**src/tpstc_pkg.sv**
```systemverilog
// Purpose: Shared constants and types for the touch panel scan timing block.
// Assumes: 40 MHz system clock; registers sit at word indices on Avalon-MM.
// Notes: Each printed register offset is a word index; byte address is four times it.
package tpstc_pkg;
  // ----------------------------------------
  // Register word indices
  // ----------------------------------------
  localparam logic [29:0] SAMPLE_INTERVAL_IDX = 30'h0b000126;
  localparam logic [29:0] SETTLE_TIME_IDX = 30'h0b000128;
  localparam logic [29:0] COMMAND_SCAN_SETUP_IDX = 30'h0b00012a;
  localparam logic [29:0] EVENT_STATUS_IDX = 30'h0b000140;
  localparam logic [29:0] EVENT_ENABLE_IDX = 30'h0b000141;
  localparam logic [29:0] EVENT_CLEAR_IDX = 30'h0b000142;
  localparam logic [29:0] SCAN_CONTROL_IDX = 30'h0b000143;
  // ----------------------------------------
  // Reset values and writable masks
  // ----------------------------------------
  localparam logic [15:0] SAMPLE_INTERVAL_RST = 16'h0007;
  localparam logic [15:0] SETTLE_TIME_RST = 16'h0007;
  localparam logic [15:0] COMMAND_SCAN_SETUP_RST = 16'h000f;
  localparam logic [15:0] SAMPLE_INTERVAL_MASK = 16'h07ff;
  localparam logic [15:0] SETTLE_TIME_MASK = 16'h003f;
  localparam logic [15:0] COMMAND_SCAN_SETUP_MASK = 16'h1fff;
  // ----------------------------------------
  // Field positions
  // ----------------------------------------
  localparam int INTERVAL_W = 11;
  localparam int SETTLE_W = 6;
  localparam int SETTLE_EN_BIT = 12;
  localparam int Y_DIR_LSB = 10;
  localparam int X_DIR_LSB = 8;
  localparam int Y_LVL_LSB = 6;
  localparam int X_LVL_LSB = 4;
  localparam int ADC_SEL_LSB = 0;
  localparam logic [3:0] ADC_SEL_STANDBY = 4'hf;
  localparam int EVT_W = 3;
  localparam int EVT_AUX_DONE_BIT = 0;
  localparam int EVT_TIMEOUT_BIT = 2;
  localparam int CTRL_RUN_BIT = 0;
  localparam int CTRL_AUX_START_BIT = 1;
  // ----------------------------------------
  // Timing
  // ----------------------------------------
  localparam int CLK_PERIOD_PS = 25000;
  localparam int TICK_PS = 30000000;
  localparam int TICK_CYCLES = TICK_PS / CLK_PERIOD_PS;
  typedef enum logic [1:0] {
    ST_IDLE = 2'b00,
    ST_SETTLE = 2'b01,
    ST_CONVERT = 2'b10,
    ST_AUX = 2'b11
  } tpstc_state_t;
endpackage

```
**src/tpstc_scan_timing.sv**
```systemverilog
// Purpose: Scan timing, command scan pin setup and converter select for a touch panel.
// Assumes: Sequencer strobes come from logic on the same clock, so no synchronisers.
// Notes: Registers are reached over Avalon-MM with one wait cycle per access.
//
// The Avalon-MM interface to the registers was decided locally.
`timescale 1ns/1ps
module tpstc_scan_timing #(
  parameter int TICK_CYCLES = tpstc_pkg::TICK_CYCLES
) (
  // Clock and resets
  input wire logic i_sys_clk,
  input wire logic i_rst_b,
  input wire logic i_clock_unit_reset,
  // Avalon-MM slave
  input wire logic [29:0] i_avs_address,
  input wire logic i_avs_read,
  input wire logic i_avs_write,
  input wire logic [31:0] i_avs_writedata,
  input wire logic [3:0] i_avs_byteenable,
  output logic [31:0] o_avs_readdata,
  output logic o_avs_waitrequest,
  // Sequencer handshakes
  input wire logic i_pair_done,
  input wire logic i_cmd_scan_start,
  input wire logic i_conv_done,
  input wire logic i_aux_scan_done,
  output logic o_sample_start,
  output logic o_convert_start,
  output logic o_cmd_scan_active,
  output logic o_aux_scan_busy,
  // Panel pins and converter
  output logic [1:0] o_x_pin_out,
  output logic [1:0] o_x_pin_oe,
  output logic [1:0] o_y_pin_out,
  output logic [1:0] o_y_pin_oe,
  output logic [3:0] o_adc_sel,
  output logic o_adc_standby,
  // Interrupt
  output logic o_irq
);
  // ----------------------------------------
  // Resets and bus slave
  // ----------------------------------------
  localparam int TW = $clog2(TICK_CYCLES);
  logic soft_rst;
  logic waitreq_ff;
  logic [31:0] rdata_ff;
  logic wr_en;
  logic [31:0] rd_mux;
  logic [15:0] sample_interval_ff;
  logic [15:0] settle_time_ff;
  logic [15:0] cmd_setup_ff;
  logic [tpstc_pkg::EVT_W-1:0] status_ff;
  logic [tpstc_pkg::EVT_W-1:0] irq_en_ff;
  logic [tpstc_pkg::EVT_W-1:0] evt_clr;
  logic [tpstc_pkg::EVT_W-1:0] evt_set;
  logic [tpstc_pkg::EVT_W-1:0] nxt_status;
  logic run_ff;
  logic aux_start_ff;

  assign soft_rst = !i_rst_b || i_clock_unit_reset;
  assign wr_en = i_avs_write && !waitreq_ff;

  function automatic logic [15:0] merge(input logic [15:0] old, input logic [31:0] wd,
                                        input logic [3:0] be, input logic [15:0] mask);
    logic [15:0] res;
    res = old;
    if (be[0]) begin
      res[7:0] = wd[7:0];
    end
    if (be[1]) begin
      res[15:8] = wd[15:8];
    end
    merge = res & mask;
  endfunction

  always_comb begin
    rd_mux = 32'h0000_0000;
    if (i_avs_address == tpstc_pkg::SAMPLE_INTERVAL_IDX) begin
      rd_mux = {16'h0000, sample_interval_ff};
    end else if (i_avs_address == tpstc_pkg::SETTLE_TIME_IDX) begin
      rd_mux = {16'h0000, settle_time_ff};
    end else if (i_avs_address == tpstc_pkg::COMMAND_SCAN_SETUP_IDX) begin
      rd_mux = {16'h0000, cmd_setup_ff};
    end else if (i_avs_address == tpstc_pkg::EVENT_STATUS_IDX) begin
      rd_mux = {29'h0000_0000, status_ff};
    end else if (i_avs_address == tpstc_pkg::EVENT_ENABLE_IDX) begin
      rd_mux = {29'h0000_0000, irq_en_ff};
    end else if (i_avs_address == tpstc_pkg::SCAN_CONTROL_IDX) begin
      rd_mux = {30'h0000_0000, aux_start_ff, run_ff};
    end
  end

  // One wait cycle: read data is captured as waitrequest falls.
  always_ff @(posedge i_sys_clk) begin
    if (!i_rst_b) begin
      waitreq_ff <= 1'b1;
      rdata_ff <= 32'h0000_0000;
    end else if ((i_avs_read || i_avs_write) && waitreq_ff) begin
      waitreq_ff <= 1'b0;
      rdata_ff <= i_avs_read ? rd_mux : 32'h0000_0000;
    end else begin
      waitreq_ff <= 1'b1;
    end
  end

  assign o_avs_waitrequest = waitreq_ff;
  assign o_avs_readdata = rdata_ff;

  // ----------------------------------------
  // Configuration registers
  // ----------------------------------------
  always_ff @(posedge i_sys_clk) begin
    if (soft_rst) begin
      sample_interval_ff <= tpstc_pkg::SAMPLE_INTERVAL_RST;
      settle_time_ff <= tpstc_pkg::SETTLE_TIME_RST;
      cmd_setup_ff <= tpstc_pkg::COMMAND_SCAN_SETUP_RST;
      irq_en_ff <= '0;
      run_ff <= 1'b0;
    end else if (wr_en) begin
      if (i_avs_address == tpstc_pkg::SAMPLE_INTERVAL_IDX) begin
        sample_interval_ff <= merge(sample_interval_ff, i_avs_writedata, i_avs_byteenable,
                                    tpstc_pkg::SAMPLE_INTERVAL_MASK);
      end else if (i_avs_address == tpstc_pkg::SETTLE_TIME_IDX) begin
        settle_time_ff <= merge(settle_time_ff, i_avs_writedata, i_avs_byteenable,
                                tpstc_pkg::SETTLE_TIME_MASK);
      end else if (i_avs_address == tpstc_pkg::COMMAND_SCAN_SETUP_IDX) begin
        cmd_setup_ff <= merge(cmd_setup_ff, i_avs_writedata, i_avs_byteenable,
                              tpstc_pkg::COMMAND_SCAN_SETUP_MASK);
      end else if (i_avs_address == tpstc_pkg::EVENT_ENABLE_IDX && i_avs_byteenable[0]) begin
        irq_en_ff <= i_avs_writedata[tpstc_pkg::EVT_W-1:0];
      end else if (i_avs_address == tpstc_pkg::SCAN_CONTROL_IDX && i_avs_byteenable[0]) begin
        run_ff <= i_avs_writedata[tpstc_pkg::CTRL_RUN_BIT];
      end
    end
  end

  // ----------------------------------------
  // 30 us tick
  // ----------------------------------------
  logic [TW-1:0] tick_cnt_ff;
  logic tick_ff;

  always_ff @(posedge i_sys_clk) begin
    if (soft_rst) begin
      tick_cnt_ff <= '0;
      tick_ff <= 1'b0;
    end else if (tick_cnt_ff == TW'(TICK_CYCLES - 1)) begin
      tick_cnt_ff <= '0;
      tick_ff <= 1'b1;
    end else begin
      tick_cnt_ff <= tick_cnt_ff + 1'b1;
      tick_ff <= 1'b0;
    end
  end

  // ----------------------------------------
  // Coordinate sampling interval
  // ----------------------------------------
  logic [tpstc_pkg::INTERVAL_W-1:0] intvl_cnt_ff;
  logic [tpstc_pkg::INTERVAL_W-1:0] intvl_val;
  logic acq_busy_ff;
  logic overrun_ff;
  logic sample_start_ff;
  logic busy_now;
  logic overrun_evt;

  assign intvl_val = sample_interval_ff[tpstc_pkg::INTERVAL_W-1:0];
  assign busy_now = acq_busy_ff && !i_pair_done;
  // An interval that expires while the pair is still in progress is lost data.
  assign overrun_evt = run_ff && intvl_cnt_ff == '0 && busy_now && intvl_val != '0
                       && !overrun_ff;

  always_ff @(posedge i_sys_clk) begin
    if (soft_rst) begin
      intvl_cnt_ff <= '0;
      acq_busy_ff <= 1'b0;
      overrun_ff <= 1'b0;
      sample_start_ff <= 1'b0;
    end else begin
      sample_start_ff <= 1'b0;
      if (i_pair_done) begin
        acq_busy_ff <= 1'b0;
      end
      if (overrun_evt) begin
        overrun_ff <= 1'b1;
      end
      if (!run_ff) begin
        intvl_cnt_ff <= '0;
      end else if (intvl_cnt_ff == '0) begin
        if (!busy_now) begin
          sample_start_ff <= 1'b1;
          acq_busy_ff <= 1'b1;
          overrun_ff <= 1'b0;
          intvl_cnt_ff <= intvl_val;
        end
      end else if (tick_ff) begin
        intvl_cnt_ff <= intvl_cnt_ff - 1'b1;
      end
    end
  end

  assign o_sample_start = sample_start_ff;

  // ----------------------------------------
  // Settling, command scan and auxiliary scan
  // ----------------------------------------
  tpstc_pkg::tpstc_state_t state_ff;
  tpstc_pkg::tpstc_state_t nxt_state;
  logic [tpstc_pkg::SETTLE_W-1:0] settle_cnt_ff;
  logic [tpstc_pkg::SETTLE_W-1:0] nxt_settle_cnt;
  logic [tpstc_pkg::SETTLE_W-1:0] settle_val;
  logic settle_en;
  logic nxt_convert_start;
  logic aux_done_evt;
  logic aux_timeout_evt;
  logic convert_start_ff;

  assign settle_val = settle_time_ff[tpstc_pkg::SETTLE_W-1:0];
  assign settle_en = cmd_setup_ff[tpstc_pkg::SETTLE_EN_BIT];

  always_comb begin
    nxt_state = state_ff;
    nxt_settle_cnt = settle_cnt_ff;
    nxt_convert_start = 1'b0;
    aux_done_evt = 1'b0;
    aux_timeout_evt = 1'b0;
    case (state_ff)
      tpstc_pkg::ST_IDLE: begin
        if (i_cmd_scan_start) begin
          if (settle_en && settle_val != '0) begin
            nxt_state = tpstc_pkg::ST_SETTLE;
            nxt_settle_cnt = settle_val;
          end else begin
            nxt_state = tpstc_pkg::ST_CONVERT;
            nxt_convert_start = 1'b1;
          end
        end else if (aux_start_ff) begin
          nxt_state = tpstc_pkg::ST_AUX;
          nxt_settle_cnt = settle_val;
        end
      end
      tpstc_pkg::ST_SETTLE: begin
        if (settle_cnt_ff == '0) begin
          nxt_state = tpstc_pkg::ST_CONVERT;
          nxt_convert_start = 1'b1;
        end else if (tick_ff) begin
          nxt_settle_cnt = settle_cnt_ff - 1'b1;
        end
      end
      tpstc_pkg::ST_CONVERT: begin
        if (i_conv_done) begin
          nxt_state = tpstc_pkg::ST_IDLE;
        end
      end
      tpstc_pkg::ST_AUX: begin
        if (i_aux_scan_done) begin
          nxt_state = tpstc_pkg::ST_IDLE;
          aux_done_evt = 1'b1;
        end else if (settle_cnt_ff == '0) begin
          nxt_state = tpstc_pkg::ST_IDLE;
          aux_timeout_evt = 1'b1;
        end else if (tick_ff) begin
          nxt_settle_cnt = settle_cnt_ff - 1'b1;
        end
      end
      default: begin
        nxt_state = tpstc_pkg::ST_IDLE;
      end
    endcase
  end

  always_ff @(posedge i_sys_clk) begin
    if (soft_rst) begin
      state_ff <= tpstc_pkg::ST_IDLE;
      settle_cnt_ff <= '0;
      convert_start_ff <= 1'b0;
    end else begin
      state_ff <= nxt_state;
      settle_cnt_ff <= nxt_settle_cnt;
      convert_start_ff <= nxt_convert_start;
    end
  end

  // The start bit clears itself when the auxiliary scan ends.
  always_ff @(posedge i_sys_clk) begin
    if (soft_rst) begin
      aux_start_ff <= 1'b0;
    end else if (state_ff == tpstc_pkg::ST_AUX && nxt_state == tpstc_pkg::ST_IDLE) begin
      aux_start_ff <= 1'b0;
    end else if (wr_en && i_avs_address == tpstc_pkg::SCAN_CONTROL_IDX && i_avs_byteenable[0]
                 && i_avs_writedata[tpstc_pkg::CTRL_AUX_START_BIT]) begin
      aux_start_ff <= 1'b1;
    end
  end

  // ----------------------------------------
  // Panel pins and converter select
  // ----------------------------------------
  logic cmd_active_ff;
  logic aux_busy_ff;
  logic nxt_cmd_active;
  logic [1:0] x_dir;
  logic [1:0] y_dir;
  logic [1:0] x_out_ff;
  logic [1:0] x_oe_ff;
  logic [1:0] y_out_ff;
  logic [1:0] y_oe_ff;
  logic [3:0] adc_sel_ff;
  logic adc_standby_ff;
  logic [3:0] adc_code;

  assign nxt_cmd_active = nxt_state == tpstc_pkg::ST_SETTLE
                          || nxt_state == tpstc_pkg::ST_CONVERT;
  assign x_dir = cmd_setup_ff[tpstc_pkg::X_DIR_LSB +: 2];
  assign y_dir = cmd_setup_ff[tpstc_pkg::Y_DIR_LSB +: 2];
  assign adc_code = cmd_setup_ff[tpstc_pkg::ADC_SEL_LSB +: 4];

  always_ff @(posedge i_sys_clk) begin
    if (soft_rst) begin
      cmd_active_ff <= 1'b0;
      aux_busy_ff <= 1'b0;
      x_oe_ff <= 2'h0;
      y_oe_ff <= 2'h0;
      x_out_ff <= 2'h0;
      y_out_ff <= 2'h0;
      adc_sel_ff <= tpstc_pkg::ADC_SEL_STANDBY;
      adc_standby_ff <= 1'b1;
    end else begin
      cmd_active_ff <= nxt_cmd_active;
      aux_busy_ff <= nxt_state == tpstc_pkg::ST_AUX;
      x_oe_ff <= nxt_cmd_active ? x_dir : 2'h0;
      y_oe_ff <= nxt_cmd_active ? y_dir : 2'h0;
      x_out_ff <= nxt_cmd_active ? cmd_setup_ff[tpstc_pkg::X_LVL_LSB +: 2] & x_dir : 2'h0;
      y_out_ff <= nxt_cmd_active ? cmd_setup_ff[tpstc_pkg::Y_LVL_LSB +: 2] & y_dir : 2'h0;
      adc_sel_ff <= adc_code;
      adc_standby_ff <= adc_code == tpstc_pkg::ADC_SEL_STANDBY;
    end
  end

  assign o_cmd_scan_active = cmd_active_ff;
  assign o_aux_scan_busy = aux_busy_ff;
  assign o_convert_start = convert_start_ff;
  assign o_x_pin_oe = x_oe_ff;
  assign o_y_pin_oe = y_oe_ff;
  assign o_x_pin_out = x_out_ff;
  assign o_y_pin_out = y_out_ff;
  assign o_adc_sel = adc_sel_ff;
  assign o_adc_standby = adc_standby_ff;

  // ----------------------------------------
  // Event status and interrupt
  // ----------------------------------------
  logic irq_ff;

  always_comb begin
    evt_set = '0;
    evt_set[tpstc_pkg::EVT_TIMEOUT_BIT] = overrun_evt || aux_timeout_evt;
    evt_set[tpstc_pkg::EVT_AUX_DONE_BIT] = aux_done_evt;
    evt_clr = '0;
    if (wr_en && i_avs_address == tpstc_pkg::EVENT_CLEAR_IDX && i_avs_byteenable[0]) begin
      evt_clr = i_avs_writedata[tpstc_pkg::EVT_W-1:0];
    end
    nxt_status = (status_ff & ~evt_clr) | evt_set;
  end

  always_ff @(posedge i_sys_clk) begin
    if (soft_rst) begin
      status_ff <= '0;
      irq_ff <= 1'b0;
    end else begin
      status_ff <= nxt_status;
      irq_ff <= |(nxt_status & irq_en_ff);
    end
  end

  assign o_irq = irq_ff;

  // ----------------------------------------
  // Assertions
  // ----------------------------------------
  property p_tick_period;
    @(posedge i_sys_clk) disable iff (soft_rst)
      tick_ff |-> $past(tick_cnt_ff) == TW'(TICK_CYCLES - 1);
  endproperty
  a_tick_period: assert property (p_tick_period) else $error("tick spacing wrong");
  property p_interval_reload;
    @(posedge i_sys_clk) disable iff (soft_rst)
      o_sample_start |-> intvl_cnt_ff == $past(intvl_val);
  endproperty
  a_interval_reload: assert property (p_interval_reload) else $error("interval not loaded");
  property p_input_ignores_level;
    @(posedge i_sys_clk) disable iff (soft_rst)
      ((o_x_pin_out & ~o_x_pin_oe) == 2'h0) && ((o_y_pin_out & ~o_y_pin_oe) == 2'h0);
  endproperty
  a_input_ignores_level: assert property (p_input_ignores_level) else $error("input pin driven");
  property p_x_dir;
    @(posedge i_sys_clk) disable iff (soft_rst)
      $rose(o_cmd_scan_active) |-> o_x_pin_oe == $past(x_dir);
  endproperty
  a_x_dir: assert property (p_x_dir) else $error("x direction mismatch");
  property p_y_dir;
    @(posedge i_sys_clk) disable iff (soft_rst)
      $rose(o_cmd_scan_active) |-> o_y_pin_oe == $past(y_dir);
  endproperty
  a_y_dir: assert property (p_y_dir) else $error("y direction mismatch");
  property p_no_settle;
    @(posedge i_sys_clk) disable iff (soft_rst)
      (state_ff == tpstc_pkg::ST_IDLE && i_cmd_scan_start && !settle_en) |=> o_convert_start;
  endproperty
  a_no_settle: assert property (p_no_settle) else $error("settle not bypassed");
  property p_settle_end;
    @(posedge i_sys_clk) disable iff (soft_rst)
      (state_ff == tpstc_pkg::ST_SETTLE && settle_cnt_ff == '0) |=> o_convert_start;
  endproperty
  a_settle_end: assert property (p_settle_end) else $error("conversion not started");
  property p_aux_timeout;
    @(posedge i_sys_clk) disable iff (soft_rst)
      (state_ff == tpstc_pkg::ST_AUX && settle_cnt_ff == '0 && !i_aux_scan_done)
      |=> status_ff[tpstc_pkg::EVT_TIMEOUT_BIT];
  endproperty
  a_aux_timeout: assert property (p_aux_timeout) else $error("aux timeout not flagged");
  property p_flag_sticky;
    @(posedge i_sys_clk) disable iff (soft_rst)
      (status_ff[tpstc_pkg::EVT_TIMEOUT_BIT] && !evt_clr[tpstc_pkg::EVT_TIMEOUT_BIT])
      |=> status_ff[tpstc_pkg::EVT_TIMEOUT_BIT];
  endproperty
  a_flag_sticky: assert property (p_flag_sticky) else $error("timeout flag lost");
endmodule

```
**config.mk**
```make
export PLATFORM = sky130hd
export DESIGN_NAME = tpstc_scan_timing
export DESIGN_NICKNAME = d
export VERILOG_FILES = /design/src/tpstc_pkg.sv /design/src/tpstc_scan_timing.sv
export SDC_FILE = /design/constraint.sdc
export NUM_CORES = 1
export LEC_CHECK = 0
export ABC_AREA = 1
export BUFFER_PORTS_ARGS = -buffer_cell sky130_fd_sc_hd__buf_4
export CAP_MARGIN = 20
export CORE_UTILIZATION = 53
export DETAILED_ROUTE_END_ITERATION = 10
export GPL_TIMING_DRIVEN = 0
export HOLD_SLACK_MARGIN = 0.08
export PLACE_DENSITY = 0.87
export SLEW_MARGIN = 25
export SYNTH_ARGS = -nofsm -noshare
export SYNTH_HDL_FRONTEND = slang
export SYNTH_SLANG_ARGS = --single-unit
export TNS_END_PERCENT = 1
```
**constraint.sdc**
```tcl
create_clock -name i_sys_clk -period 2.7 [get_ports i_sys_clk]
set_input_delay 0.27 -clock i_sys_clk [delete_from_list [all_inputs] [get_ports i_sys_clk]]
set_output_delay 0.27 -clock i_sys_clk [all_outputs]
set_load 0.1 [all_outputs]
```
# Word-level counts from Yosys, hierarchy flattened
# Index checks and enable logic that the tools add are counted.
classes:
  n_addsub: 3
  eq_ne: 19
  muxes: 45
  bitwise_logic: 13
  n_reduce_logical: 47
ops:
  columns: ["operator", "count"]
  rows:
  - ["equality test 30 x 28 -> 1 bit, second input constant", 7]
  - ["two-way mux 32 bit", 3]
  - ["two-way mux 6 bit", 6]
  - ["two-way mux 11 bit", 3]
  - ["two-way mux 1 bit", 18]
  - ["case mux 6 bit (3 select lines)", 1]
  - ["logical AND 1 bit", 16]
  - ["two-way mux 2 bit", 8]
  - ["AND reduction 5 bit", 3]
  - ["two-way mux 13 bit", 1]
  - ["adder 11 x 1 -> 11 bit, second input constant", 1]
  - ["equality test 11 bit, second input constant", 1]
  - ["zero test 11 bit", 1]
  - ["nonzero test 11 bit", 1]
  - ["subtractor 11 x 1 -> 11 bit, second input constant", 1]
  - ["two-way mux 3 bit", 3]
  - ["equality test 2 bit, second input constant", 4]
  - ["case mux 2 bit (4 select lines)", 1]
  - ["AND reduction 4 bit", 2]
  - ["OR reduction 2 bit", 4]
  - ["NOT 1 bit", 7]
  - ["bitwise AND 3 bit", 2]
  - ["zero test 6 bit", 1]
  - ["!= test 3 bit, second input constant", 2]
  - ["other kinds (18)", 30]
word_totals:
  register_bits: 122
  in_bits: 75
  output_inout_bits: 51

# Depth between registers and ports, before layout
logic_depth:
  depth_word: 10
  ltp_mapped: 14
  mapped_depth_nobuf: 14

# Worst setup path after synthesis
# No wires, ideal clock.
synth_path:
  path_type: "flip-flop to flip-flop"
  from: "reg waitreq_ff, in the netlist o_avs_waitrequest"
  to: "reg rdata_ff[0], in the netlist o_avs_readdata[0]"
  setup_ps: 70
  arrival_ps: 2070
  path_slack_ps: 560
  path_stages_with_launch: 9
  path_buffers: 0
  synth_period_minus_slack_ps: 2140
  cell_sequence: "dfxtp_1 -> o21ai_0 -> inv_1 -> nand2_1 -> inv_1 -> o21ai_0 -> nor2_1 -> nand2_1 -> a21oi_1"
synth_between:
  elab_chain_cells: 1
synth_lines:
  columns: ["item", "line", "rtl"]
  rows:
  - ["start: declaration", "tpstc_scan_timing.sv:46", "logic waitreq_ff;"]
  - ["start signal: assignment", "tpstc_scan_timing.sv:97", "waitreq_ff <= 1'b1;"]
  - ["start signal: assignment", "tpstc_scan_timing.sv:100", "waitreq_ff <= 1'b0;"]
  - ["start signal: assignment", "tpstc_scan_timing.sv:103", "waitreq_ff <= 1'b1;"]
  - ["logical AND 1 bit", "tpstc_scan_timing.sv:99", "end else if ((i_avs_read || i_avs_write) && waitreq_ff) begin"]
  - ["end signal: assignment", "tpstc_scan_timing.sv:101", "rdata_ff <= i_avs_read ? rd_mux : 32'h0000_0000;"]
  - ["end: declaration", "tpstc_scan_timing.sv:47", "logic [31:0] rdata_ff;"]
# No other way between the ends.
# A chain may end at the register's enable or synchronous reset.

# Worst setup path after layout
layout_path:
  from: "reg settle_cnt_ff[0] in the netlist's numbering"
  to: "reg x_out_ff[0], in the netlist o_x_pin_out[0]"
layout_between:
  elab_chain_cells: 8
layout_lines:
  columns: ["item", "line", "rtl"]
  rows:
  - ["start: declaration", "tpstc_scan_timing.sv:210", "logic [tpstc_pkg::SETTLE_W-1:0] settle_cnt_ff;"]
  - ["start signal: assignment", "tpstc_scan_timing.sv:280", "settle_cnt_ff <= nxt_settle_cnt;"]
  - ["zero test 6 bit (*)", "tpstc_scan_timing.sv:244, tpstc_scan_timing.sv:260", null]
  - ["two-way mux 2 bit", "tpstc_scan_timing.sv:260", "end else if (settle_cnt_ff == '0) begin"]
  - ["two-way mux 2 bit", "tpstc_scan_timing.sv:257", "if (i_aux_scan_done) begin"]
  - ["case mux 2 bit (4 select lines) (*)", "tpstc_scan_timing.sv:228", "case (state_ff)"]
  - ["via nxt_state[1]", "tpstc_scan_timing.sv:209", "tpstc_pkg::tpstc_state_t nxt_state;"]
  - ["equality test 2 x 1 -> 1 bit or equality test 2 bit (tied branches)", "tpstc_scan_timing.sv:313, tpstc_scan_timing.sv:314", null]
  - ["logical OR 1 bit (*)", "tpstc_scan_timing.sv:314", "|| nxt_state == tpstc_pkg::ST_CONVERT;"]
  - ["via nxt_cmd_active", "tpstc_scan_timing.sv:302", "logic nxt_cmd_active;"]
  - ["NOT 1 bit (no line) (*)", null, null]
  - ["OR reduction 2 bit (no line) (*)", null, null]
  - ["end signal: assignment", "tpstc_scan_timing.sv:334", "x_out_ff <= nxt_cmd_active ? cmd_setup_ff[tpstc_pkg::X_LVL_LSB +: 2] & x_dir : 2'h0;"]
  - ["end: declaration", "tpstc_scan_timing.sv:305", "logic [1:0] x_out_ff;"]
# The timed path passes the listed nets; every way through them passes the cells marked *.

==> results.md <==
* Crit path cell chain: inv_1 -> ha_1 -> nand3_1 -> nor2_1 -> nand2_1 -> nor2_1 -> inv_1 -> nor2_1 -> nor2_1 -> nand2_1 -> inv_1 -> ha_1 -> nand2_1 -> nor3_1
* PwrDens at 478.0 mW/mm2
* Worst reg-to-reg setup slack at roughly 0.34 ns
* Vias in the first global route at 4625
* Dpl cells at 911
* Cts bufs inserted at 9
* Share of layout cells above drive strength 1 at 0.1971
* Final Hold Slack at 0.1254 ns
* Unrepaired setup endpoints after global routing: no
* Met2 Track Usage GR at 0.4781
* Yosys cell types at between 40 and 50
* Crit Path Class: flip-flop to flip-flop
* First-pass GRT wire length at 20880 um
* Status: finished, final reports clean
* Post_cts resized at 0
* Setup ws final at 0.3389 ns
* Fmax at 423.5 MHz
* Area growth, synth to finish at 20.98%
* CP max stage cell: dfxtp_1
* Worst Setup SP: settle_cnt_ff[0]
* CP startpoint kind: flip-flop
* Via/cell ratio at 5.273
* Post-synth EDFFs at 0
* DRT Pass-1 Iters at 5
* Slew Limit Fails at 0
* Core area at 0.009196 mm2
* Synth Instances at around 700
* Mapped cell area at roughly 0.005 mm2
* Die W at 99.21 um
* FF-to-FF path depth at 14
* Row cnt at 35
* Reg clk slew, reported paths at about 0.12 ns
* GRT overflow at 0
* Pleak at about 2.6 nW
* Worst Setup End Kind: flip-flop
* Clk buf depth at 2
* CTS H-tree depth at 3
* Fin cells at 928
* Clock sink count at 103
* Gr usage total at 0.2662
* Tightest Hold Check Type: input port to flip-flop
* Reg2Reg Capture Point: o_x_pin_out[0]
* Slew headroom at 0.5562
* Ys Warns at 0
* Layout Nets at 893
* Drt drc at 0
* Register area share after synthesis at 0.4117
* Setup-failing EPs final at 0
* Worst endpoint required time at 3.01 ns
* Routed vias at ~4900
* Met3 Use GR at 0.06325
* Ant. Diodes at 0
* Tightest Pin Transition at approximately 0.67 ns
* RR Startpoint: settle_cnt_ff[0]
* DIE AREA at 0.009843 mm2
* Largest net degree at the start of global routing at 21
* Worst skew pair latency at 0.39 ns
* Fin. Hold Viols at 0
* Initial antenna violation count at 0
* 1st-iter DRT viols at 357
* Synth cell count leaders: 119 x nand2_1, 103 x dfxtp_1, 102 x nor2_1
* WL/cell at around 14 um
* Max_cap viols at 0
* Seq cells post-synth at around 100
* Final WL at 12960 um
* Layer with the highest usage: met2
* Clock Root Buffer: clkbuf_8
* Hpwl dp at 10080 um
* Most frequent cell after synthesis: nand2_1
* Pre-CTS setup slack at 0.3668 ns
* Yosys top cell by area: dfxtp_1
* M1 GR Usage at 0.3049
* Port Buffers at 85
* Period utilization at 0.8745
* Clk_skew at 0.01679 ns
* Placer's final routability congestion estimate at 0.9178
* CTS tree: built
* Most used cell, CP: nor2_1
* Ranking of synthesized cells by area: dfxtp_1 41%, nand2_1 8.9%, nor2_1 7.6%
* Die span in y at a little under 100 um
* Ys async rst share at 0
* Yosys top cell area share at 0.4117
* Crit path time final at 2.361 ns
* Main synth FF type: dfxtp_1
* Setup_tns at 0 ns
* Largest stage delay on the critical path at 0.34 ns
* # IOs at 126
* Worst Setup EP: o_x_pin_out[0]
* Antenna viol nets, final at 0
* Arrival @ worst endpoint at between 2 and 3 ns
* Synthesized area per cell at 7.186 um2
* Starting Density at 0.5446
* Postcts setup bufs at 0
* VDD IR-drop max at 0.0003876 V
* CP max FO at 9
## cell type report
class | count | area (um2)
buffer | 35 | 226.5
clock buffer | 9 | 123.9
clock inverter | 7 | 72.57
fill | 773 | 3137
inverter | 96 | 365.4
multi-input combinational | 481 | 2422
sequential | 103 | 2062
tap | 111 | 138.9
timing repair buffer | 86 | 648.1
## cell families (layout without fill, tap and decap cells)
kind of cell,count (synthesis),in the layout,share of synthesized area
and+or+nand+nor,315,315,0.2815
buffers and inverters,131,233,0.1182
AOI/OAI and AO/OA,129,129,0.1516
DFF,103,103,0.4117
xor gates and xnor gates,11,11,0.01924
adders and majority gates,6,6,0.01499
other,1,19,0.0007487
muxes,1,1,0.001999
## state kept, by name, indices dropped and copies added, names as in the netlist, 3 cells and up
name,cells
cmd_setup_ff,13
intvl_cnt_ff,11
irq_en_ff,3
o_adc_sel,4
o_avs_readdata,13
sample_interval_ff,11
settle_cnt_ff,6
settle_time_ff,6
status_ff,3
tick_cnt_ff,11
## worst max-delay path, delay by kind of cell, from the launching register on
family                     cells  cell delay [ns]
adders and majority gates      2             0.49
and+or+nand+nor                9             1.24
DFF                            1             0.34
buffers and inverters          3             0.20
## cell usage in the layout (no fill, tap or decap), types with 5 or more instances in the layout
cell,count
nand3_1,33
buf_4,105
o21ai_0,40
o211ai_1,13
clkbuf_8,9
nand4_1,7
nor2_2,5
inv_1,88
nor2_1,102
nand2_1,119
inv_2,7
a21oi_1,42
or2_2,5
clkbuf_1,9
nor3_1,21
a221oi_1,6
dfxtp_1,103
a211oi_1,11
ha_1,6
xor2_1,8
conb_1,19
## worst min-delay path by stage
| stage | start | end | slack (ns) | cells past startpoint |
|---|---|---|---|---|
| floorplan | i_rst_b | o_avs_waitrequest | 0.34 | 1 |
| global placement | tick_cnt_ff[0] | tick_cnt_ff[0] | 0.43 | 1 |
| detailed placement | tick_cnt_ff[0] | tick_cnt_ff[0] | 0.44 | 1 |
| CTS | i_avs_writedata[12] | cmd_setup_ff[12] | 0.12 | 3 |
| global route | i_avs_writedata[12] | cmd_setup_ff[12] | 0.11 | 3 |
| finish | i_avs_writedata[12] | cmd_setup_ff[12] | 0.13 | 3 |
## repair_timing
| item | 4_1_cts | 5_1_grt |
|---|---|---|
| hold buffers | 1 | 0 |
| hold endpoints to repair | 1 | 0 |
| endpoints found under the setup margin | 0 | 0 |
## metrics by stage
stage          utilization  cell area, um2  power, mW
3_3_place_gp        0.6365            5853      1.956
6_report            0.6589            6060      2.897
5_1_grt             0.6589            6060      3.004
4_1_cts             0.6589            6060      2.902
2_1_floorplan            -            5076      1.848
3_5_place_dp        0.6365            5853      1.965
## report_power, final
group          switching [mW]  internal (mW)
Combinational           0.282          0.117
Sequential            0.00757           1.53
Clock                   0.595          0.366
## per-layer routing
metal	vias to the layer above	wire, um
li1	2466	-
met1	2245	5334
met2	157	6644
met3	25	698
met4	0	281
met5	-	0
Power figures use the tool's default switching activity.
